==> src/epa_consts.svh <==
// Offsets, reset values and field positions of the eight-bit port
`ifndef EPA_CONSTS_SVH
`define EPA_CONSTS_SVH
`define EPA_ADDR_W        16
`define EPA_DIR_OFFSET    16'hffd1
`define EPA_DATA_OFFSET   16'hffd3
`define EPA_DIR_RESET     8'h00
`define EPA_DATA_RESET    8'h00
`define EPA_DIR_READBACK  8'hff
`define EPA_UNMAPPED_READ 8'h00
`define EPA_ADDR_PIN      7
`define EPA_MODE_ADDR_A   3'h3
`define EPA_MODE_ADDR_B   3'h4
`endif

==> src/epa_pkg.sv <==
// Types shared by the eight-bit port
package epa_pkg;
	typedef logic [7:0] epa_byte_t;
	typedef logic [2:0] epa_mode_t;
endpackage : epa_pkg

==> src/epa_port.sv <==
// Eight-bit general purpose port with direction and data registers
//
// Strobed register access was chosen for this implementation.
`timescale 1ns/1ps
`default_nettype none
`include "epa_consts.svh"
module epa_port
	import epa_pkg::*;
(
	input  wire logic                   clk_i,
	input  wire logic                   reset_n_i,
	input  wire logic                   hw_standby_i,
	input  wire logic                   sw_standby_i,
	input  wire epa_mode_t              op_mode_i,
	input  wire logic [`EPA_ADDR_W-1:0] addr_i,
	input  wire epa_byte_t              wdata_i,
	input  wire logic                   wr_i,
	input  wire logic                   rd_i,
	output var  epa_byte_t              rdata_o,
	input  wire epa_byte_t              alt_en_i,
	input  wire epa_byte_t              alt_out_i,
	input  wire epa_byte_t              alt_oe_i,
	input  wire epa_byte_t              pin_i,
	output var  epa_byte_t              pin_o,
	output var  epa_byte_t              pin_oe_o
);

	epa_byte_t dir_reg;
	epa_byte_t data_reg;
	epa_byte_t sync1_reg;
	epa_byte_t sync2_reg;
	epa_byte_t rdata_next;
	epa_byte_t pin_next;
	epa_byte_t oe_next;
	epa_byte_t sel_en;
	epa_byte_t sel_out;
	epa_byte_t sel_oe;
	epa_byte_t data_view;
	wire logic hit_dir;
	wire logic hit_data;
	wire logic addr_mode;

	// Only the low sixteen address bits take part in decoding
	assign hit_dir   = (addr_i == `EPA_DIR_OFFSET);
	assign hit_data  = (addr_i == `EPA_DATA_OFFSET);
	assign addr_mode = (op_mode_i == `EPA_MODE_ADDR_A) || (op_mode_i == `EPA_MODE_ADDR_B);

	// Address mode forces pin 7 to the alternate path with its enable on
	always_comb begin
		sel_en  = alt_en_i;
		sel_oe  = alt_oe_i;
		sel_en[`EPA_ADDR_PIN] = alt_en_i[`EPA_ADDR_PIN] | addr_mode;
		sel_oe[`EPA_ADDR_PIN] = alt_oe_i[`EPA_ADDR_PIN] | addr_mode;
		sel_out = alt_out_i;
	end

	genvar b;
	generate
		for (b = 0; b < 8; b++) begin : g_bit
			// Output pins read back latch, input pins read back the synced level
			assign data_view[b] = dir_reg[b] ? data_reg[b] : sync2_reg[b];
			assign pin_next[b]  = sel_en[b] ? sel_out[b] : data_reg[b];
			assign oe_next[b]   = sel_en[b] ? sel_oe[b] : dir_reg[b];
		end
	endgenerate

	always_comb begin
		if (hit_dir) begin
			rdata_next = `EPA_DIR_READBACK;
		end else if (hit_data) begin
			rdata_next = data_view;
		end else begin
			rdata_next = `EPA_UNMAPPED_READ;
		end
	end

	// Software standby only blocks writes here: registers simply hold
	always_ff @(posedge clk_i) begin
		if (!reset_n_i || hw_standby_i) begin
			dir_reg  <= `EPA_DIR_RESET;
			data_reg <= `EPA_DATA_RESET;
		end else if (wr_i && !sw_standby_i) begin
			if (hit_dir) begin
				dir_reg <= wdata_i;
			end
			if (hit_data) begin
				data_reg <= wdata_i;
			end
		end
	end

	// Pin levels are asynchronous to clk_i, so two stages before use
	always_ff @(posedge clk_i) begin
		if (!reset_n_i) begin
			sync1_reg <= 8'h00;
			sync2_reg <= 8'h00;
		end else begin
			sync1_reg <= pin_i;
			sync2_reg <= sync1_reg;
		end
	end

	always_ff @(posedge clk_i) begin
		if (!reset_n_i) begin
			rdata_o  <= 8'h00;
			pin_o    <= 8'h00;
			pin_oe_o <= 8'h00;
		end else begin
			rdata_o  <= rd_i ? rdata_next : 8'h00;
			pin_o    <= pin_next;
			// Drivers stay on in software standby so outputs hold their level
			pin_oe_o <= hw_standby_i ? 8'h00 : oe_next;
		end
	end

endmodule : epa_port
`default_nettype wire

==> config.mk <==
export PLATFORM = sky130hd
export DESIGN_NAME = epa_port
export DESIGN_NICKNAME = d
export VERILOG_FILES = /design/src/epa_pkg.sv /design/src/epa_port.sv
export VERILOG_INCLUDE_DIRS = /design/src
export SDC_FILE = /design/constraint.sdc
export NUM_CORES = 1
export LEC_CHECK = 0
export BUFFER_PORTS_ARGS = -buffer_cell sky130_fd_sc_hd__buf_2
export CORE_ASPECT_RATIO = 0.6
export CORE_MARGIN = 5
export CORE_UTILIZATION = 48
export CTS_BUF_LIST = sky130_fd_sc_hd__clkbuf_4 sky130_fd_sc_hd__clkbuf_8
export DETAILED_ROUTE_END_ITERATION = 8
export PLACE_DENSITY = 0.81
export SLEW_MARGIN = 20
export SYNTH_ARGS = -nofsm -noshare
export SYNTH_HDL_FRONTEND = slang
export SYNTH_SLANG_ARGS = --single-unit
==> constraint.sdc <==
create_clock -name clk_i -period 1.8 [get_ports clk_i]
set_input_delay 0.09 -clock clk_i [delete_from_list [all_inputs] [get_ports clk_i]]
set_output_delay 0.09 -clock clk_i [all_outputs]
set_load 0.05 [all_outputs]
==> impl_metrics.toml, run 1 <==
[sta]
final-hold-violation-count = 0
drv_slew = 0
fin_tns_setup_ns = 0
timing.final.ws_setup_ns = 0.680
max_freq_ghz = 0.893
setup_viol = 0
fin_skew_ns = 0.00692
fin_crit_ns = 1.12
holdWs_ns = 0.0158
tightestPinTransition_ns = 0.394
min_period_over_period_pct = 62.2
rsz0062_at_grt = "false"
relSlewSlack_pct = 73.7

[final_layout]
fin_area_sq_mm = 0.00273
synthToLayoutAreaGrowth_pct = 33.3
register_area_sq_mm = 0.00112
multi_input_area_sq_um = 862
n_antenna_cell = 0
fin_nets = 355
drive_gt1_share_pct = 36.1
n_fill_cell = 352

[routing]
wl_mm = 4.79
drt_pre_antenna_iters = 4
antenna_left = 0
routedWlPerCell_um = 13.6
drc_errors = 0
drt_iter0_drc = 100
vias_per_cell = 4.97
vias = 1744

[job]
drv_cap = 0

[critical_path]
path_cells = "buf_2 -> nand4b_2 -> or4_4 -> o21ai_0 -> a21oi_1"
critPathKind = "input pin to flip-flop"
cpMaxStageDelayCell = "or4_4"
crit_path_start = "addr_i[3]"
critPathTopFamily = "simple AND/OR/NAND/NOR gates"
cp_num_buf_inv = 1
cp.arrival_ns = 1.32
end_kind = "flip-flop"
path_max_fanout = 16
required_ns = 2.00
slowest_delay_ns = 0.62
start_kind = "input pin"
reg2reg_from = "dir_reg[3]$_SDFFE_PP0P_"

[pwr]
total_power_uw = 2380
leakagePower_uw = 0.00122
vdd_ir_drop_max_mv = 0.510
p_per_area_mw_per_mm2 = 874

[logic_synthesis]
synthesis.nets = 260
synth_top_cells_by_area = "dfxtp_1 (55%), mux2i_1 (12%), a21oi_1 (6.4%)"
synth_warnings = 0
synth.most_common_cell = "dfxtp_1"
ys_seq_area_share_pct = 54.8
async_flop_share_pct = 0
synth_edf_count = 0
synth-seq-cells = 56
syn-instance-count = 195
synth.cell_area_sq_mm = 0.00205
synth_top_area_cell = "dfxtp_1"
synth_top_area_share_pct = 54.8
syn_avg_cell_area_sq_um = 10.5
synthTopCellsByCount = "dfxtp_1 (56), a21oi_1 (26), mux2i_1 (24), nand3_1 (17), and2_1 (16)"
synth_ff_type = "dfxtp_1"
ys_types = 25

[clocking]
cts_sinks = 56
worstSkewPairLatency_ns = 0.31
clockBufferDepth = 2
clk_pin_slew_ns = 0.09
cts_made_buffers = 5
cts_resized = 0
cts_tree = "yes"
clockRootBuffer = "clkbuf_8"
htree_levels = 2

[place]
detailed_place_hpwl_mm = 3.51
placed_cell_area_sq_mm = 0.00252
place.gp.congestion = 0.791
pre_cts_slack_ns = 0.353
io_buffers = 88

[grt]
grt_max_degree = 27
grt_overflow = 0
grt_pass1_vias = 1668
grtUsageTotal_pct = 17.3
grt_antenna_before_repair = 0
grt_pass1_wl_mm = 7.59

[floorplanning]
die_x_um = 94.3
core_area_sq_mm = 0.00412
dieArea_sq_mm = 0.00571
start_util_pct = 49.6
io_pins = 89
rows = 18
die_y_um = 60.6

[outcome]
status = "finished, final reports clean"

[min_path]
hold_class = "input pin to flip-flop"
min-delay-start = "alt_oe_i[1]"
-- final cells by class --
type / count / share of cell area (%)
well taps: 60 / 2.75
flip-flops and latches: 56 / 41.1
repair buffers: 99 / 19.9
multi-input cells: 128 / 31.6
clock buffers: 7 / 3.53
clock inverters: 1 / 1.10
-- path summary, 6_finish.rpt --
check | slack [ns] | cells past startpoint | endpoint
hold reg to reg | 0.44 | 1 | sync2_reg[5]$_SDFF_PN0_
setup reg to reg | 0.96 | 2 | rdata_o[3]$_SDFF_PN0_
hold / removal | 0.02 | 3 | pin_oe_o[1]$_SDFF_PP0_
setup / recovery | 0.68 | 5 | data_reg[3]$_SDFFE_PP0P_
-- placed cells by master, fill, tap and decap left out, drive strengths merged --
cell         synthesis  final
nand4b               2      2
dfxtp               56     56
clkbuf               6      7
nor4                 1      1
nor2                 8      8
nand4                1      1
nand2b               1      1
nand3b               2      2
and3b                2      2
nor3b                1      1
and2                16     16
nand3               17     17
mux2i               24     24
buf                  5     91
or3b                 1      1
dlygate4sd3          0      8
nor2b                8      8
a21oi               26     26
a211oi               1      1
or4                  1      1
bufinv               0      1
o21ai               16     16
-- where the power goes --
part | leakage [uW] | internal, uW | switching, uW
Clock | 0.0000645 | 491 | 382
Sequential | 0.000456 | 1270 | 6.47
Combinational | 0.000699 | 109 | 129
-- layer usage --
metal | track usage [%] | part of all wire (%)
met1 | 22.1 | 47
met2 | 27.5 | 43
met3 | 5.95 | 8.6
met4 | 6.38 | 1.5
met5 | 0 | 0
-- tightest hold or removal path, stage by stage --
cell     delay [ns]
buf_2          0.08
mux2i_1        0.06
nor2_1         0.07
-- per-stage QoR --
| stage | std cells | util, % |
|---|---|---|
| final | 351 | 66.2 |
| after global routing | 351 | 66.2 |
| after CTS | 351 | 66.2 |
| after detailed placement | 335 | 61.2 |
| after global placement | 335 | 61.2 |
| after floorplan | 195 | - |
-- kinds of logic after synthesis --
family / after synthesis / share of synthesized area [%]
and+or+nand+nor: 61 / 19.8
DFF: 56 / 54.8
AOI/OAI and AO/OA: 43 / 10.6
muxes: 24 / 11.7
buffers and inverters: 11 / 3.06
-- repair_timing --
action | CTS | global route
endpoints found under the hold margin | 8 | 0
endpoints found under the setup margin | 0 | 0
buffers inserted | 0 | 0
hold buffers | 8 | 0
Note: power is estimated with default switching activity, not from simulation.
==> inputs of run 2 (changes only) <==
--- a/config.mk
+++ b/config.mk
@@ -9,10 +9,10 @@
 export BUFFER_PORTS_ARGS = -buffer_cell sky130_fd_sc_hd__buf_2
 export CORE_ASPECT_RATIO = 0.6
 export CORE_MARGIN = 5
-export CORE_UTILIZATION = 48
+export CORE_UTILIZATION = 44
 export CTS_BUF_LIST = sky130_fd_sc_hd__clkbuf_4 sky130_fd_sc_hd__clkbuf_8
 export DETAILED_ROUTE_END_ITERATION = 8
-export PLACE_DENSITY = 0.81
+export PLACE_DENSITY = 0.78
 export SLEW_MARGIN = 20
 export SYNTH_ARGS = -nofsm -noshare
 export SYNTH_HDL_FRONTEND = slang
==> constraint.sdc (replaced) <==
create_clock -name clk_i -period 0.95 [get_ports clk_i]
set_input_delay 0.0475 -clock clk_i [delete_from_list [all_inputs] [get_ports clk_i]]
set_output_delay 0.0475 -clock clk_i [all_outputs]
set_load 0.05 [all_outputs]
==> run 2 against run 1 <==
The flow now finishes with violations (negative setup slack). Register-to-register slack got worse by 0.90 ns. Via count up 6.7%. Clock-buffer cell count fell by 1. Clock skew rose by 0.0039 ns. First-iteration DRC count up 110%. Die area is 7.8% higher.
==> impl_metrics.toml, run 2 (same netlist as run 1, synthesis figures left out) <==
[place]
dp_cells = 346
placed_cell_area_sq_mm = 0.00260
place.gp.congestion = 0.775
detailed_place_hpwl_mm = 3.62
io_buffers = 88

[critical_path]
critPathKind = "input pin to flip-flop"
cp.arrival_ns = 1.21
end_kind = "flip-flop"
required_ns = 1.15
path_max_fanout = 8
start_kind = "input pin"

[final_layout]
n_antenna_cell = 0
final_cell_count_no_fill = 380
utilization_pct = 67.2
drive_gt1_share_pct = 39.7
mostFrequentLayoutCells = "buf_2 (70), dfxtp_1 (56), mux2i_1 (24)"
fin_area_sq_mm = 0.00305
synthToLayoutAreaGrowth_pct = 49.2
final_common_cell = "buf_2"
fin_nets = 382

[sta]
drv_slew = 0
min_period_over_period_pct = 107
max_freq_ghz = 0.982
fin_tns_setup_ns = -0.720
fin_crit_ns = 1.02
relSlewSlack_pct = 73.1
setup_viol = 16
rsz0062_at_grt = "true"
final-hold-violation-count = 0
tightestPinTransition_ns = 0.402
fin_skew_ns = 0.0109
timing.final.ws_setup_ns = -0.0688

[pwr]
p_per_area_mw_per_mm2 = 1380
total_power_uw = 4220
vdd_ir_drop_max_mv = 0.871
leakagePower_uw = 0.00132

[floorplanning]
core_area_sq_mm = 0.00454
start_util_pct = 45.1
die_x_um = 98.0
dieArea_sq_mm = 0.00616
rows = 19
io_pins = 89
die_y_um = 62.8

[grt]
grt_antenna_before_repair = 0
grt_max_degree = 25
grt_overflow = 0
grtUsageTotal_pct = 17.4
grt_pass1_wl_mm = 8.65
grt_pass1_vias = 1834

[job]
drv_cap = 0

[routing]
drc_errors = 0
antenna_left = 0
routedWlPerCell_um = 14.7
wl_mm = 5.59
vias = 1861
drt_pre_antenna_iters = 4
vias_per_cell = 4.90
drt_iter0_drc = 207

[clocking]
worstSkewPairLatency_ns = 0.31
clockBufferDepth = 2
clockRootBuffer = "clkbuf_8"
htree_levels = 2
clk_pin_slew_ns = 0.09
cts_made_buffers = 5
cts_tree = "yes"
cts_sinks = 56

[outcome]
violations = "negative setup slack"
status = "finished, violations left"

[min_path]
hold_class = "input pin to flip-flop"
==> run 2: cell types whose count changed in the layout (fill, tap and decap cells not counted), sizes merged <==
cell / change
clkbuf: +16
dlygate4sd3: +15
buf: -6
bufinv: -1
clkinv: +1
or4: +1
==> run 2: worst paths after layout <==
kind              cells past startpoint               startpoint  slack [ns]                       end
setup / recovery                      5                addr_i[3]       -0.07  data_reg[4]$_SDFFE_PP0P_
hold / removal                        3             alt_out_i[5]       0.004       pin_o[5]$_SDFF_PN0_
setup reg to reg                      2  dir_reg[7]$_SDFFE_PP0P_        0.06     rdata_o[7]$_SDFF_PN0_
hold reg to reg                       1  sync1_reg[7]$_SDFF_PN0_        0.44   sync2_reg[7]$_SDFF_PN0_
==> run 2: routing by layer <==
| layer | up-vias | GRT usage (%) | routed length [um] |
|---|---|---|---|
| met1 | 824 | 21.8 | 2350 |
| met4 | 0 | 6.39 | 82 |
| met2 | 100 | 28.1 | 2580 |
| li1 | 927 | - | - |
| met3 | 10 | 5.69 | 571 |
| met5 | - | 0 | 0 |
==> run 2: critical path, cell delays in order <==
cell,delay (ns)
buf_6,0.09
nand4b_4,0.20
or4_4,0.63
o21ai_1,0.18
a21oi_2,0.07
==> run 2: power breakdown <==
| group | switching, uW | total [uW] | internal (uW) |
|---|---|---|---|
| sequential | 12.4 | 2410 | 2400 |
| clock | 718 | 1250 | 532 |
| combinational | 274 | 557 | 283 |
==> run 2: final cells by class <==
type | instances | area, sq um
Fill cell | 351 | 1490
Sequential cell | 56 | 1120
Multi-Input combinational cell | 129 | 938
Timing Repair Buffer | 125 | 832
Tap cell | 63 | 78.8
Clock buffer | 6 | 76.3
Clock inverter | 1 | 5.00
==> run 2: timing repair <==
item,CTS,global route
cloned,2,0
endpoints found under the setup margin,16,41
setup buffers,1,1
hold buffers,23,0
resized for setup,10,25
pin swaps,4,2
endpoints found under the hold margin,26,0
==> run 2: metrics by stage <==
step / setup WS, ns / hold slack, ns
after CTS: -0.0287 / 0.000413
after global routing: -0.0940 / 0.00141
final: -0.0688 / 0.00405
after global placement: -0.397 / 0.254
after detailed placement: -0.441 / 0.256
after floorplan: -0.336 / 0.175
==> inputs of run 3 (changes only) <==
--- a/config.mk
+++ b/config.mk
@@ -6,7 +6,7 @@
 export SDC_FILE = /design/constraint.sdc
 export NUM_CORES = 1
 export LEC_CHECK = 0
-export BUFFER_PORTS_ARGS = -buffer_cell sky130_fd_sc_hd__buf_2
+export BUFFER_PORTS_ARGS = -buffer_cell sky130_fd_sc_hd__buf_4
 export CORE_ASPECT_RATIO = 0.6
 export CORE_MARGIN = 5
 export CORE_UTILIZATION = 44
==> run 3 against run 2 <==
The flow still finishes with violations (negative setup slack). Clock skew down 0.0078 ns. Core utilization up 2.9 points. Clock power up 6%. Global-route usage up 0.62 points. Setup slack worse by 0.044 ns. Worst hold slack worse by 0.00051 ns. Critical path type unchanged. Critical endpoint is now dir_reg[3]$_SDFFE_PP0P_. Highest routed layer unchanged.
==> impl_metrics.toml, run 3 (same netlist as run 1, synthesis figures left out) <==
[floorplanning]
dieArea_sq_mm = 0.00616
rows = 19
die_x_um = 98.0
io_pins = 89
core_area_sq_mm = 0.00454
die_y_um = 62.8
start_util_pct = 45.1

[routing]
drc_errors = 0
vias_per_cell = 4.88
vias = 1826
wl_mm = 5.65
drt_iter0_drc = 123
routedWlPerCell_um = 15.1
drt_pre_antenna_iters = 4
antenna_left = 0

[final_layout]
fin_nets = 374
final_common_cell = "buf_4"
fin_area_sq_mm = 0.00319
mostFrequentLayoutCells = "buf_4 (98), dfxtp_1 (56), mux2i_1 (24)"
final_cell_count_no_fill = 374
drive_gt1_share_pct = 42.3
synthToLayoutAreaGrowth_pct = 55.7
n_fill_cell = 322

[clocking]
clockBufferDepth = 2
htree_levels = 2
clockRootBuffer = "clkbuf_8"
clk_pin_slew_ns = 0.10
cts_sinks = 56
cts_tree = "yes"
worstSkewPairLatency_ns = 0.30
cts_made_buffers = 5

[critical_path]
path_max_fanout = 8
required_ns = 1.13
r2r-end = "rdata_o[1]$_SDFF_PN0_"
path_cells = "buf_6 -> nand3b_1 -> buf_4 -> or4_4 -> o21ai_2 -> a21oi_1"
critPathKind = "input pin to flip-flop"
reg2reg_from = "dir_reg[1]$_SDFFE_PP0P_"
end_kind = "flip-flop"
start_kind = "input pin"
cp.arrival_ns = 1.24
slowest_delay_ns = 0.50
cpMaxStageDelayCell = "or4_4"
reg2reg_depth = 2
setup.reg_to_reg.worst_slack_ns = 0.01

[sta]
final-hold-violation-count = 0
fin_crit_ns = 1.06
timing.final.ws_setup_ns = -0.113
fin_skew_ns = 0.00305
min_period_over_period_pct = 112
rsz0062_at_grt = "true"
drv_slew = 0
relSlewSlack_pct = 71.4
max_freq_ghz = 0.941
setup_viol = 16
tightestPinTransition_ns = 0.427

[grt]
grt_pass1_vias = 1776
grt_max_degree = 25
grt_overflow = 0
grt_use_met3_pct = 5.57
grtUsageTotal_pct = 18.0
use_met1_pct = 24.2
use_met2_pct = 27.4
grt_antenna_before_repair = 0
grt_pass1_wl_mm = 8.78
busiest_layer = "met2"

[place]
detailed_place_hpwl_mm = 3.81
dp_cells = 346
io_buffers = 88
place.gp.congestion = 0.764
placed_cell_area_sq_mm = 0.00282

[min_path]
min_to = "pin_oe_o[6]$_SDFF_PP0_"
min-delay-start = "alt_en_i[6]"
hold_class = "input pin to flip-flop"
worstHoldPathCells = 3

[outcome]
violations = "negative setup slack"
status = "finished, violations left"

[pwr]
p_per_area_mw_per_mm2 = 1370
leakagePower_uw = 0.00136
vdd_ir_drop_max_mv = 0.978

[job]
drv_cap = 0
==> run 3: changes by cell type in the layout (fill, tap and decap cells not counted), sizes merged <==
cell and delta:
clkbuf -17, buf +16, dlygate4sd3 -7, clkinv +1, diode +1
==> run 3: how the worst max path moves through the flow <==
stage,from,endpoint,slack (ns),depth (start not counted)
final,addr_i[2],dir_reg[3]$_SDFFE_PP0P_,-0.11,6
after global routing,addr_i[2],data_reg[1]$_SDFFE_PP0P_,-0.18,8
after CTS,addr_i[2],rdata_o[3]$_SDFF_PN0_,-0.03,6
after detailed placement,addr_i[3],data_reg[7]$_SDFFE_PP0P_,-0.44,5
after global placement,addr_i[3],data_reg[7]$_SDFFE_PP0P_,-0.41,5
after floorplan,addr_i[3],data_reg[4]$_SDFFE_PP0P_,-0.34,6
==> run 3: where the power goes <==
part / leakage [uW] / internal, uW / total, uW / switching [uW]
sequential: 0.000456 / 2400 / 2410 / 12.8
combinational: 0.000850 / 341 / 619 / 279
clock: 0.0000510 / 584 / 1330 / 741
==> run 3: area by class of cell <==
class / instances / area, sq um / share of cell area [%]
sequential: 56 / 1120 / 35.2
multi-input combinational: 129 / 957 / 30.0
timing repair buffer: 117 / 933 / 29.3
clock buffer: 6 / 82.6 / 2.59
tap: 63 / 78.8 / 2.47
clock inverter: 2 / 10.0 / 0.314
antenna: 1 / 2.50 / 0.0786
==> run 3: metrics by stage <==
stage | TNS (ns) | power (uW) | hold WS (ns) | util (%) | setup slack, ns
2_1_floorplan | -5.23 | 2690 | 0.175 | - | -0.336
3_5_place_dp | -8.31 | 3010 | 0.258 | 62.1 | -0.439
6_report | -1.12 | 4360 | 0.00354 | 70.2 | -0.113
5_1_grt | -2.90 | 4550 | 0.000260 | 70.1 | -0.179
4_1_cts | -0.351 | 4360 | 0.00371 | 68.7 | -0.0302
3_3_place_gp | -7.97 | 3000 | 0.256 | 62.1 | -0.408
==> run 3: timing repair <==
action	in CTS	in global routing
cloned	1	0
hold buffers	16	0
endpoints found under the hold margin	16	0
setup buffers	0	2
pin swaps	9	6
setup endpoints to repair	16	24
resized for setup	12	12
==> run 3: critical path: cells and delay by family <==
family	cells	cell delay, ns
buffers and inverters	2	0.26
AND/OR/NAND/NOR	2	0.70
AO/OA/AOI/OAI	2	0.25
==> run 3: metal layers <==
metal	up-vias	share of wire [%]
li1	914	-
met1	821	43
met2	79	47
met3	12	8.5
met4	0	1.9
met5	-	0
